File: src/design/swdc_params.svh
// swdc_params.svh: constants of the supervisory watchdog configuration core
// assumes a 20 MHz clock and millisecond timing
`ifndef SWDC_PARAMS_SVH
`define SWDC_PARAMS_SVH
`define SWDC_CLK_HZ 20000000
`define SWDC_MS_PER_S 1000
`define SWDC_CYC_PER_MS (`SWDC_CLK_HZ / `SWDC_MS_PER_S)
`define SWDC_DEF_HOLDOFF_MS 32'h001B7740
`define SWDC_DEF_OFFREC_MS 32'h00000000
`define SWDC_DEF_ADDR 7'h6A
`define SWDC_DEF_DIR 10'h000
`define SWDC_LOAD_ARG 32'h00000001
`define SWDC_ADDR_MIN 7'h01
`define SWDC_RST_PULSE_MS 32'h00000064
`endif

File: src/design/swdc_pkg.sv
// swdc_pkg.sv: types of the supervisory watchdog configuration core
// assumes swdc_params.svh defines the numbers
package swdc_pkg;
   typedef logic [31:0] swdc_ms_t;
   typedef enum logic [1:0] {SWDC_IDLE, SWDC_HOLD, SWDC_RUN, SWDC_RESTART} swdc_state_t;
endpackage : swdc_pkg

File: src/design/swdc_tick_if.sv
// swdc_tick_if.sv: millisecond tick carrier between core and its counters
// assumes a single clock domain
`timescale 1ns/100ps
`default_nettype none
interface swdc_tick_if;
   logic ms_tick;
   modport src (output ms_tick);
   modport dst (input ms_tick);
endinterface : swdc_tick_if
`default_nettype wire

File: src/design/swdc_core.sv
// swdc_core.sv: configuration and timing core of a supervisory watchdog
// assumes host commands are one-cycle strobes on clk and module_on is asynchronous
//
// Behaviour
// - after reset, restart or enable, withhold all resets until hold-off elapses
// - supervision timer starts only after hold-off fully expires
// - writing hold-off or off-recovery timeout disables the watchdog
// - nonzero off-recovery: watch on/off; restart module after timeout when off
// - zero off-recovery timeout, the default, disables observation and restart
// - load-defaults takes only argument one, restores defaults, disables watchdog
// - restored timeouts apply at next enable; other settings apply at once
// - restored defaults are written to nonvolatile storage
// - slave address programmable 1 to 127, default 0x6A, kept across power
// - new slave address applies at once, enable state unchanged
// - direction setting is 10 bits, default zero, kept nonvolatile
// - direction bit one drives shifter to output, zero to input
// - bits 0..9 steer lines 6,7,8,11,12,13,22,23,21,20 in order
`timescale 1ns/100ps
`include "swdc_params.svh"
`default_nettype none
module swdc_core
(
   // clock and reset
   input wire logic clk,
   input wire logic rst,
   // host commands
   input wire logic cmd_enable,
   input wire logic cmd_disable,
   input wire logic wr_holdoff,
   input wire logic wr_offrec,
   input wire logic wr_addr,
   input wire logic wr_dir,
   input wire logic load_factory_settings,
   input wire logic [31:0] cmd_arg,
   output logic cmd_error,
   // nonvolatile store, restored image and write request
   input wire logic nv_valid,
   input wire swdc_pkg::swdc_ms_t nv_holdoff,
   input wire swdc_pkg::swdc_ms_t nv_offrec,
   input wire logic [6:0] nv_addr,
   input wire logic [9:0] nv_dir,
   output logic nv_write,
   output swdc_pkg::swdc_ms_t nv_wr_holdoff,
   output swdc_pkg::swdc_ms_t nv_wr_offrec,
   output logic [6:0] nv_wr_addr,
   output logic [9:0] nv_wr_dir,
   // supervised module
   input wire logic module_on,
   input wire logic module_restarted,
   input wire logic supv_expired,
   output logic module_reset,
   // status and configuration views
   output logic wd_enabled,
   output logic holdoff_active,
   output logic supv_run,
   output logic [6:0] slave_addr,
   // level shifter directions, index is the module line number
   output logic dir_line6,
   output logic dir_line7,
   output logic dir_line8,
   output logic dir_line11,
   output logic dir_line12,
   output logic dir_line13,
   output logic dir_line22,
   output logic dir_line23,
   output logic dir_line21,
   output logic dir_line20
);
   import swdc_pkg::*;

   swdc_ms_t cfg_holdoff, cfg_offrec, act_holdoff, act_offrec;
   logic [9:0] dir_cfg;
   logic on_s1, on_s2, rs_s1, rs_s2, rs_prev;
   logic nv_seen;
   swdc_state_t state, next_state;
   logic hold_done, rec_done, pulse_done;

   function automatic logic addr_ok(input logic [31:0] a);
      addr_ok = (a[31:7] == 25'h0000000) && (a[6:0] >= `SWDC_ADDR_MIN);
   endfunction : addr_ok

   function automatic logic dir_ok(input logic [31:0] a);
      dir_ok = (a[31:10] == 22'h000000);
   endfunction : dir_ok

   wire logic load_ok = load_factory_settings && (cmd_arg == `SWDC_LOAD_ARG);
   wire logic addr_good = wr_addr && addr_ok(cmd_arg);
   wire logic dir_good = wr_dir && dir_ok(cmd_arg);
   wire logic cfg_disable = wr_holdoff || wr_offrec || load_ok || cmd_disable;
   wire logic restarted = rs_s2 && !rs_prev;
   wire logic enable_go = cmd_enable && !cfg_disable;
   wire logic obs_on = (act_offrec != 32'h00000000);
   wire logic module_off = obs_on && !on_s2;

   swdc_tick_if tick_bus();
   swdc_ms_tick u_tick (.clk(clk), .rst(rst), .tick(tick_bus));

   // hold-off reloads on enable and module restart
   wire logic hold_load = enable_go || (restarted && wd_enabled) ||
                          (state == SWDC_RESTART && pulse_done);
   swdc_ms_timer u_hold (.clk(clk), .rst(rst), .tick(tick_bus), .load(hold_load),
                         .value(enable_go ? cfg_holdoff : act_holdoff), .done(hold_done));

   // off-recovery counts only while module is off
   wire logic rec_load = (state != SWDC_RUN) || !module_off;
   swdc_ms_timer u_rec (.clk(clk), .rst(rst), .tick(tick_bus), .load(rec_load),
                        .value(act_offrec), .done(rec_done));

   wire logic pulse_load = (state != SWDC_RESTART);
   swdc_ms_timer u_pulse (.clk(clk), .rst(rst), .tick(tick_bus), .load(pulse_load),
                          .value(`SWDC_RST_PULSE_MS), .done(pulse_done));

   // synchronisers for the module's asynchronous indications
   always_ff @(posedge clk)
   begin
      on_s1 <= module_on;
      on_s2 <= on_s1;
      rs_s1 <= module_restarted;
      rs_s2 <= rs_s1;
      rs_prev <= rs_s2;
   end

   // timeouts latch to active copies only at enable
   always_ff @(posedge clk)
   begin
      if (rst)
      begin
         act_holdoff <= `SWDC_DEF_HOLDOFF_MS;
         act_offrec <= `SWDC_DEF_OFFREC_MS;
      end
      else if (enable_go)
      begin
         act_holdoff <= cfg_holdoff;
         act_offrec <= cfg_offrec;
      end
   end

   always_ff @(posedge clk)
   begin
      if (rst)
      begin
         cfg_holdoff <= `SWDC_DEF_HOLDOFF_MS;
         cfg_offrec <= `SWDC_DEF_OFFREC_MS;
         slave_addr <= `SWDC_DEF_ADDR;
         dir_cfg <= `SWDC_DEF_DIR;
         nv_seen <= 1'b0;
      end
      else if (load_ok)
      begin
         cfg_holdoff <= `SWDC_DEF_HOLDOFF_MS;
         cfg_offrec <= `SWDC_DEF_OFFREC_MS;
         slave_addr <= `SWDC_DEF_ADDR;
         dir_cfg <= `SWDC_DEF_DIR;
      end
      else if (nv_valid && !nv_seen)
      begin
         cfg_holdoff <= nv_holdoff;
         cfg_offrec <= nv_offrec;
         slave_addr <= (nv_addr == 7'h00) ? `SWDC_DEF_ADDR : nv_addr;
         dir_cfg <= nv_dir;
         nv_seen <= 1'b1;
      end
      else
      begin
         if (wr_holdoff)
            cfg_holdoff <= cmd_arg;
         if (wr_offrec)
            cfg_offrec <= cmd_arg;
         if (addr_good)
            slave_addr <= cmd_arg[6:0];
         if (dir_good)
            dir_cfg <= cmd_arg[9:0];
      end
   end

   // persist every accepted change, defaults included
   always_ff @(posedge clk)
   begin
      if (rst)
      begin
         nv_write <= 1'b0;
         cmd_error <= 1'b0;
      end
      else
      begin
         nv_write <= load_ok || wr_holdoff || wr_offrec || addr_good || dir_good;
         cmd_error <= (load_factory_settings && !load_ok) || (wr_addr && !addr_good) ||
                      (wr_dir && !dir_good);
      end
   end
   assign nv_wr_holdoff = cfg_holdoff;
   assign nv_wr_offrec = cfg_offrec;
   assign nv_wr_addr = slave_addr;
   assign nv_wr_dir = dir_cfg;

   always_ff @(posedge clk)
   begin
      if (rst || cfg_disable)
         wd_enabled <= 1'b0;
      else if (cmd_enable)
         wd_enabled <= 1'b1;
   end

   always_comb
   begin
      next_state = state;
      case (state)
         SWDC_IDLE:
            if (enable_go)
               next_state = SWDC_HOLD;
         SWDC_HOLD:
            if (hold_done && !hold_load)
               next_state = SWDC_RUN;
         SWDC_RUN:
            if (restarted)
               next_state = SWDC_HOLD;
            else if ((module_off && rec_done) || supv_expired)
               next_state = SWDC_RESTART;
         SWDC_RESTART:
            if (pulse_done)
               next_state = SWDC_HOLD;
         default:
            next_state = SWDC_IDLE;
      endcase
      if (cfg_disable)
         next_state = SWDC_IDLE;
   end

   always_ff @(posedge clk)
   begin
      if (rst)
         state <= SWDC_IDLE;
      else
         state <= next_state;
   end

   always_ff @(posedge clk)
   begin
      if (rst)
         module_reset <= 1'b0;
      else
         module_reset <= (next_state == SWDC_RESTART);
   end

   assign holdoff_active = (state == SWDC_HOLD);
   assign supv_run = (state == SWDC_RUN);

   // one is output, zero is input
   assign dir_line6 = dir_cfg[0];
   assign dir_line7 = dir_cfg[1];
   assign dir_line8 = dir_cfg[2];
   assign dir_line11 = dir_cfg[3];
   assign dir_line12 = dir_cfg[4];
   assign dir_line13 = dir_cfg[5];
   assign dir_line22 = dir_cfg[6];
   assign dir_line23 = dir_cfg[7];
   assign dir_line21 = dir_cfg[8];
   assign dir_line20 = dir_cfg[9];
endmodule : swdc_core
`default_nettype wire

File: src/design/swdc_ms_tick.sv
// swdc_ms_tick.sv: one-cycle pulse every millisecond
// assumes clk at the rate in swdc_params.svh
`timescale 1ns/100ps
`include "swdc_params.svh"
`default_nettype none
module swdc_ms_tick
(
   input wire logic clk,
   input wire logic rst,
   swdc_tick_if.src tick
);
   logic [14:0] cnt;
   wire logic wrap = (cnt == 15'(`SWDC_CYC_PER_MS - 1));
   assign tick.ms_tick = wrap;
   always_ff @(posedge clk)
   begin
      if (rst || wrap)
         cnt <= 15'h0000;
      else
         cnt <= cnt + 15'h0001;
   end
endmodule : swdc_ms_tick
`default_nettype wire

File: src/design/swdc_ms_timer.sv
// swdc_ms_timer.sv: 32-bit millisecond down-counter with load and done flag
// assumes a millisecond tick from swdc_ms_tick
`timescale 1ns/100ps
`default_nettype none
module swdc_ms_timer
(
   input wire logic clk,
   input wire logic rst,
   swdc_tick_if.dst tick,
   input wire logic load,
   input wire swdc_pkg::swdc_ms_t value,
   output logic done
);
   import swdc_pkg::*;
   swdc_ms_t cnt;
   assign done = (cnt == 32'h00000000);
   always_ff @(posedge clk)
   begin
      if (rst)
         cnt <= 32'h00000000;
      else if (load)
         cnt <= value;
      else if (tick.ms_tick && !done)
         cnt <= cnt - 32'h00000001;
   end
endmodule : swdc_ms_timer
`default_nettype wire

File: config.mk
export PLATFORM = sky130hd
export DESIGN_NAME = swdc_core
export DESIGN_NICKNAME = d
export VERILOG_FILES = /design/src/design/swdc_pkg.sv /design/src/design/swdc_tick_if.sv /design/src/design/swdc_core.sv /design/src/design/swdc_ms_tick.sv /design/src/design/swdc_ms_timer.sv
export VERILOG_INCLUDE_DIRS = /design/src /design/src/design
export SDC_FILE = /design/constraint.sdc
export NUM_CORES = 1
export LEC_CHECK = 0
export BUFFER_PORTS_ARGS = -buffer_cell sky130_fd_sc_hd__clkbuf_2
export CORE_MARGIN = 10
export CORE_UTILIZATION = 51
export CTS_CLUSTER_SIZE = 12
export DETAILED_ROUTE_END_ITERATION = 12
export GPL_ROUTABILITY_DRIVEN = 0
export PLACE_DENSITY = 0.82
export SLEW_MARGIN = 20
export SYNTH_ARGS = -nofsm -noshare
export SYNTH_HDL_FRONTEND = slang
export SYNTH_SLANG_ARGS = --single-unit
File: constraint.sdc
create_clock -name clk -period 2.8 [get_ports clk]
set_clock_uncertainty 0.15 [all_clocks]
set_input_delay 0.14 -clock clk [delete_from_list [all_inputs] [get_ports clk]]
set_output_delay 0.14 -clock clk [all_outputs]
set_load 0.1 [all_outputs]
==> Word level (Yosys, flattened, before mapping) <==
Index checks and enable logic that the tools add are counted.
{ "classes": {"n_addsub": 4, "multipliers": 0, "div_mod_pow": 0, "n_lt_le_gt_ge": 1, "eq_ne": 8, "shift": 0, "n_mux": 23, "bitwise_logic": 1, "n_reduce_logical": 63} }
{ "op_table": {"columns": ["operator", "n"], "rows": [
  ["two-way mux 32 bit", 9],
  ["zero test 32 bit", 3],
  ["subtractor 32 x 1 -> 32 bit, second input constant", 3],
  ["two-way mux 7 bit", 5],
  ["equality test 32 x 1 -> 1 bit, second input constant", 1],
  ["nonzero test 32 bit", 1],
  ["zero test 25 bit", 1],
  ["zero test 22 bit", 1],
  ["two-way mux 10 bit", 2],
  ["logical AND 1 bit", 18],
  ["adder 15 x 1 -> 15 bit, second input constant", 1],
  ["equality test 15 bit, second input constant", 1],
  ["logical OR 1 bit", 15],
  ["nonzero test 2 bit", 7],
  ["zero test 1 bit", 12],
  ["two-way mux 2 bit", 6],
  ["one-hot mux 2 bit (4 select lines)", 1],
  ["greater-or-equal comparator 7 x 1 -> 1 bit, second input constant", 1],
  ["zero test 7 bit", 1],
  ["equality test 2 bit, second input constant", 3],
  ["inequality test 2 bit, second input constant", 2],
  ["OR reduction 2 bit", 2],
  ["equality test 2 x 1 -> 1 bit, second input constant", 1],
  ["zero test 2 bit", 1],
  ["2 further kinds", 2]
]} }
{ "word_totals": {"ff_bits": 268, "latch_bits": 0, "mem_bits_rw": 0, "rom_bits": 0, "memories": 0} }

==> Longest topological paths before layout <==
{ "logic_depth": {"ltp_word": 14, "ltp_mapped": 10} }

==> Modules after synthesis <==
Synthesis repeated with hierarchy kept, for this count alone.
{ "hier_totals": {"cells_unflattened": 1590, "area_unflattened_um2": 14047.2} }
{ "by_module_without_submodules": {"columns": ["module", "n_inst", "cells_per_inst", "area_per_inst_um2"], "rows": [
  ["swdc_core", 1, 790, 7250.7],
  ["swdc_ms_timer (u_pulse ...)", 2, 246, 2064.5],
  ["swdc_ms_timer (u_hold)", 1, 233, 1993.2],
  ["swdc_ms_tick", 1, 75, 674.4]
]} }

==> Least setup slack after synthesis <==
OpenSTA, ideal clock, no wires.
{ "synth_timing": {"kind": "register -> register", "startpoint": "register u_hold.cnt[5]", "endpoint": "register u_hold.cnt[31]", "setup_time_ps": 126, "arrival_time_ps": 2414, "required_ps": 2524, "slack_ps": 111, "stages_incl_launch_ff": 8, "cell_sequence": "dfxtp_1 > or4_4 > or4b_4 > or2_0 > buf_2 > o41a_1 > a211oi_1 > o32ai_1"} }
{ "synth_via": {"elab_chain_cells": 4, "elab_cells_between_ends": 7, "cone_classes": "add/sub: 1; mux: 2; reduce/logical: 4"} }
{ "synth_lines": {"columns": ["element", "line_no", "text"], "rows": [
  ["start: declaration", "swdc_ms_timer.sv:15", "swdc_ms_t cnt;"],
  ["start signal: assignment", "swdc_ms_timer.sv:22", "cnt <= value;"],
  ["start signal: assignment", "swdc_ms_timer.sv:24", "cnt <= cnt - 32'h00000001;"],
  ["parallel branches: the longest is 4 deep, another holds subtractor 32 x 1 -> 32 bit", null, null]
]} }
Several ways; the timed one is not identified. The select of a mux whose other input is x is not followed.
A chain may end at the register's enable or synchronous reset.

==> Final worst setup path <==
{ "layout_timing": {"startpoint": "input cmd_arg[24]", "endpoint": "register cfg_holdoff[30] (netlist: nv_wr_holdoff[30])"} }
{ "layout_via": {"elab_chain_cells": 3} }
{ "layout_lines": {"columns": ["element", "line_no", "text"], "rows": [
  ["start: declaration", "swdc_core.sv:34", "input wire logic [31:0] cmd_arg,"],
  ["equality test 32 x 1 -> 1 bit (no source line)", null, null],
  ["logical AND 1 bit", "swdc_core.sv:86", "wire logic load_ok = load_factory_settings && (cmd_arg == `SWDC_LOAD_ARG);"],
  ["OR reduction 2 bit (no source line)", null, null],
  ["end signal: assignment", "swdc_core.sv:142", "cfg_holdoff <= `SWDC_DEF_HOLDOFF_MS;"],
  ["end signal: assignment", "swdc_core.sv:150", "cfg_holdoff <= `SWDC_DEF_HOLDOFF_MS;"],
  ["end signal: assignment", "swdc_core.sv:157", "cfg_holdoff <= nv_holdoff;"],
  ["end: declaration", "swdc_core.sv:71", "swdc_ms_t cfg_holdoff, cfg_offrec, act_holdoff, act_offrec;"]
]} }
No other way between the ends.

==> run summary <==
multi-input logic area: 0.00678 mm2
RSZ-0062 raised after global routing: true
Via density: 6.69
number of CTS-inserted buffers: 29
total number of vias: 14,800
Mapped Avg Cell Area: 8.52 um2
LEAKAGE: 0.00713 uW
Final setup viols: 1
peak supply drop: 0.551 mV
first-pass GRT wire length: 82.8 mm
Hold Path Class: in2reg
Port Buffer Count: 229
worst hold start: cmd_arg[5]
clk root buf: clkbuf_16
Layout Area Growth over Synthesis: 34.9%
Synthesized Nets: 1,610
dominant cells by area after synthesis: dfxtp_1 43%, mux2i_1 7.0%, nand2_1 5.4%
most frequent CP cell: dlygate4sd3_1
outcome: finished with violations
largest net degree at the start of global routing: 64
Reg-to-Reg Start: u_hold.cnt[5]
PD cells: 605 mW/mm2
Storage cell area: 0.00537 mm2
Final Max Tran Viols: 0
layout cells sized above 1: 20.2%
FFs w/ async S/R, synth: 0%
Final Critical Period: 2.81 ns
crit path max fanout: 27
deepest clock path buffer count: 3
final worst slack: -0.0132 ns
CTS tree: built
cell depth of the worst min-delay path: 4
Yosys warnings: 0
worst skew pair latency: 0.56 ns
period utilization: 100%
synthesized area: 0.0126 mm2
failing checks: DRC, setup timing
CP max stage delay: 0.63 ns
crit start category: input port
Primary FF master, synth: dfxtp_1
horizontal die dimension: 177 um
# fillers: 1,518
routed wire length: 57.7 mm
Worst-path clk slew: 0.07 ns
final hold violation count: 0
max-cap violations: 0
design area: 0.0170 mm2
GRT Residual Overflow: 0
Slew headroom: 44.0%
reg-to-reg endpoint: u_hold.cnt[15]
number of core rows: 57
R2R cell count: 7
Residual DRC: 64
instance area at placement: 0.0143 mm2
Seq/Total Area, Yosys: 42.6%
detailed placement HPWL: 32.0 mm
synth unique cells: 72
Routed WL per cell: 26.1 um
synthesis-stage register bit count: 268
Placed Cells: 1,991
Max Fclk: 355 MHz
Core Region: 0.0243 mm2
DR iter-0 viols: 2,551
post-synthesis cell count: 1,478
die area: 0.0314 mm2
worst-margin pin slew: 0.840 ns
Die Height: 177 um
Post-synth EDFFs: 0
initial antenna violation count: 3
Total GRT Usage: 33.1%
slowest stage cell, crit path: dlygate4sd3_1
clk sink count: 268
vias in the first global route: 14,500
DRT Pass-1 Iters: 13
Setup CP Type: in2reg
Synth top area share: 42.6%
top cell type by total area after synthesis: dfxtp_1
Worst setup EP type: register
Worst Path Required: 3.07 ns
Ports: 230
crit path DAT: 3.08 ns
Non-Filler Instances: 2,211
register-to-register setup slack: 0.03 ns
H-tree depth: 1
Post-DRT Antenna Nets: 0
hold path endpoint: nv_wr_holdoff[5]
final core occ: 69.8%
Starting Density: 51.8%
TNS Setup: -0.0132 ns
worst-path cell chain: dlygate4sd3_1 > clkbuf_2 > nor4_4 > nand3_4 > nor2_1 > nand4_1 > nand2_2 > buf_4 > a211oi_1 > dlygate4sd3_1
NumNets Final: 1,999
==> worst max-delay path, delay by kind of cell <==
family,cells,cell delay [ns]
buffers and inverters,4,1.70
and+or+nand+nor,5,1.13
AOI/OAI and AO/OA,1,0.10
==> power breakdown <==
part	switching [uW]	internal [uW]	leakage, uW	total, uW
Combinational	1650	642	0.00449	2300
Sequential	212	3950	0.00219	4170
Clock	1640	2170	0.000448	3820
==> per-stage QoR <==
| step | power (uW) | hold slack (ns) | setup WS, ns |
|---|---|---|---|
| 2_1_floorplan | 5530 | 0.0177 | 0.111 |
| 3_3_place_gp | 6040 | 0.0965 | 0.119 |
| 3_5_place_dp | 6060 | 0.111 | 0.0480 |
| 4_1_cts | 9940 | 0.000301 | 0.0346 |
| 5_1_grt | 10400 | 0.0547 | -0.0660 |
| 6_report | 10300 | 0.0484 | -0.0132 |
==> repair_timing <==
item | 4_1_cts | 5_1_grt
resized for setup | 0 | 17
endpoints found under the setup margin | 0 | 82
hold endpoints to repair | 129 | 0
hold buffers | 166 | 0
setup buffers | 0 | 3
==> flip-flops by register name, indices dropped and copies added (netlist names) <==
name,cells
on_s2,1
nv_write,1
module_reset,1
u_hold.cnt,32
rs_prev,1
u_pulse.cnt,32
cmd_error,1
nv_wr_dir,10
state,2
u_tick.cnt,15
u_rec.cnt,32
rs_s1,1
nv_wr_holdoff,32
nv_seen,1
wd_enabled,1
nv_wr_offrec,32
act_offrec,32
nv_wr_addr,7
act_holdoff,32
rs_s2,1
on_s1,1
==> worst max-delay path by stage <==
stage | cells past startpoint | startpoint | slack, ns | end
2_1_floorplan | 7 | u_hold.cnt[5] | 0.11 | u_hold.cnt[31]
3_3_place_gp | 8 | cmd_arg[1] | 0.12 | act_offrec[12]
3_5_place_dp | 8 | u_hold.cnt[0] | 0.05 | u_hold.cnt[18]
4_1_cts | 8 | u_hold.cnt[0] | 0.03 | u_hold.cnt[18]
5_1_grt | 7 | u_hold.cnt[5] | -0.07 | u_hold.cnt[15]
6_report | 10 | cmd_arg[24] | -0.01 | nv_wr_holdoff[30]
==> cell usage after synthesis, types with 9 or more instances <==
library cell,number
mux2i_1,88
a211oi_1,77
buf_4,23
nand3_1,34
inv_1,17
nor3_1,45
nor2_1,165
nand4_1,30
or3_1,10
nand2_1,182
a21oi_1,106
xnor2_1,30
o31ai_1,9
o32ai_1,14
nor4_1,52
xor2_1,53
or4_1,17
o21ai_0,51
dfxtp_1,268
clkbuf_1,72
==> cell usage in the layout (no fill, tap or decap), types with 32 or more instances in the layout <==
cell type,n
nor3_1,44
nor4_1,48
nand2_1,181
o21ai_0,51
mux2i_1,88
dlygate4sd3_1,166
buf_4,63
nand3_1,32
nor2_1,163
a21oi_1,106
a211oi_1,77
clkbuf_2,228
dfxtp_1,268
xor2_1,53
==> cells by family after synthesis <==
kind of cell    share of synthesized area (%)
compound gates                           15.8
fa+ha+maj                               0.596
mux                                      7.35
flops                                    42.6
xor+xnor                                 5.77
simple gates                             23.3
buf+inv                                  4.60
==> area by class of cell <==
class | count | area share (%)
multi-input cells | 1085 | 39.9
diodes | 3 | 0.0442
repair buffers | 466 | 20.3
flip-flops and latches | 268 | 31.6
inverters | 17 | 0.376
clock buffers | 38 | 4.71
clock inverters | 10 | 0.626
well taps | 324 | 2.39
==> metal layers <==
layer / routed length [um] / global-route usage [%] / vias up
met5: 0 / 1.44 / -
met4: 6100 / 25.5 / 0
met3: 8430 / 11.0 / 530
met2: 24200 / 50.7 / 1464
met1: 18900 / 37.5 / 6698
li1: - / - / 6108
Note: power is estimated with default switching activity, not from simulation.
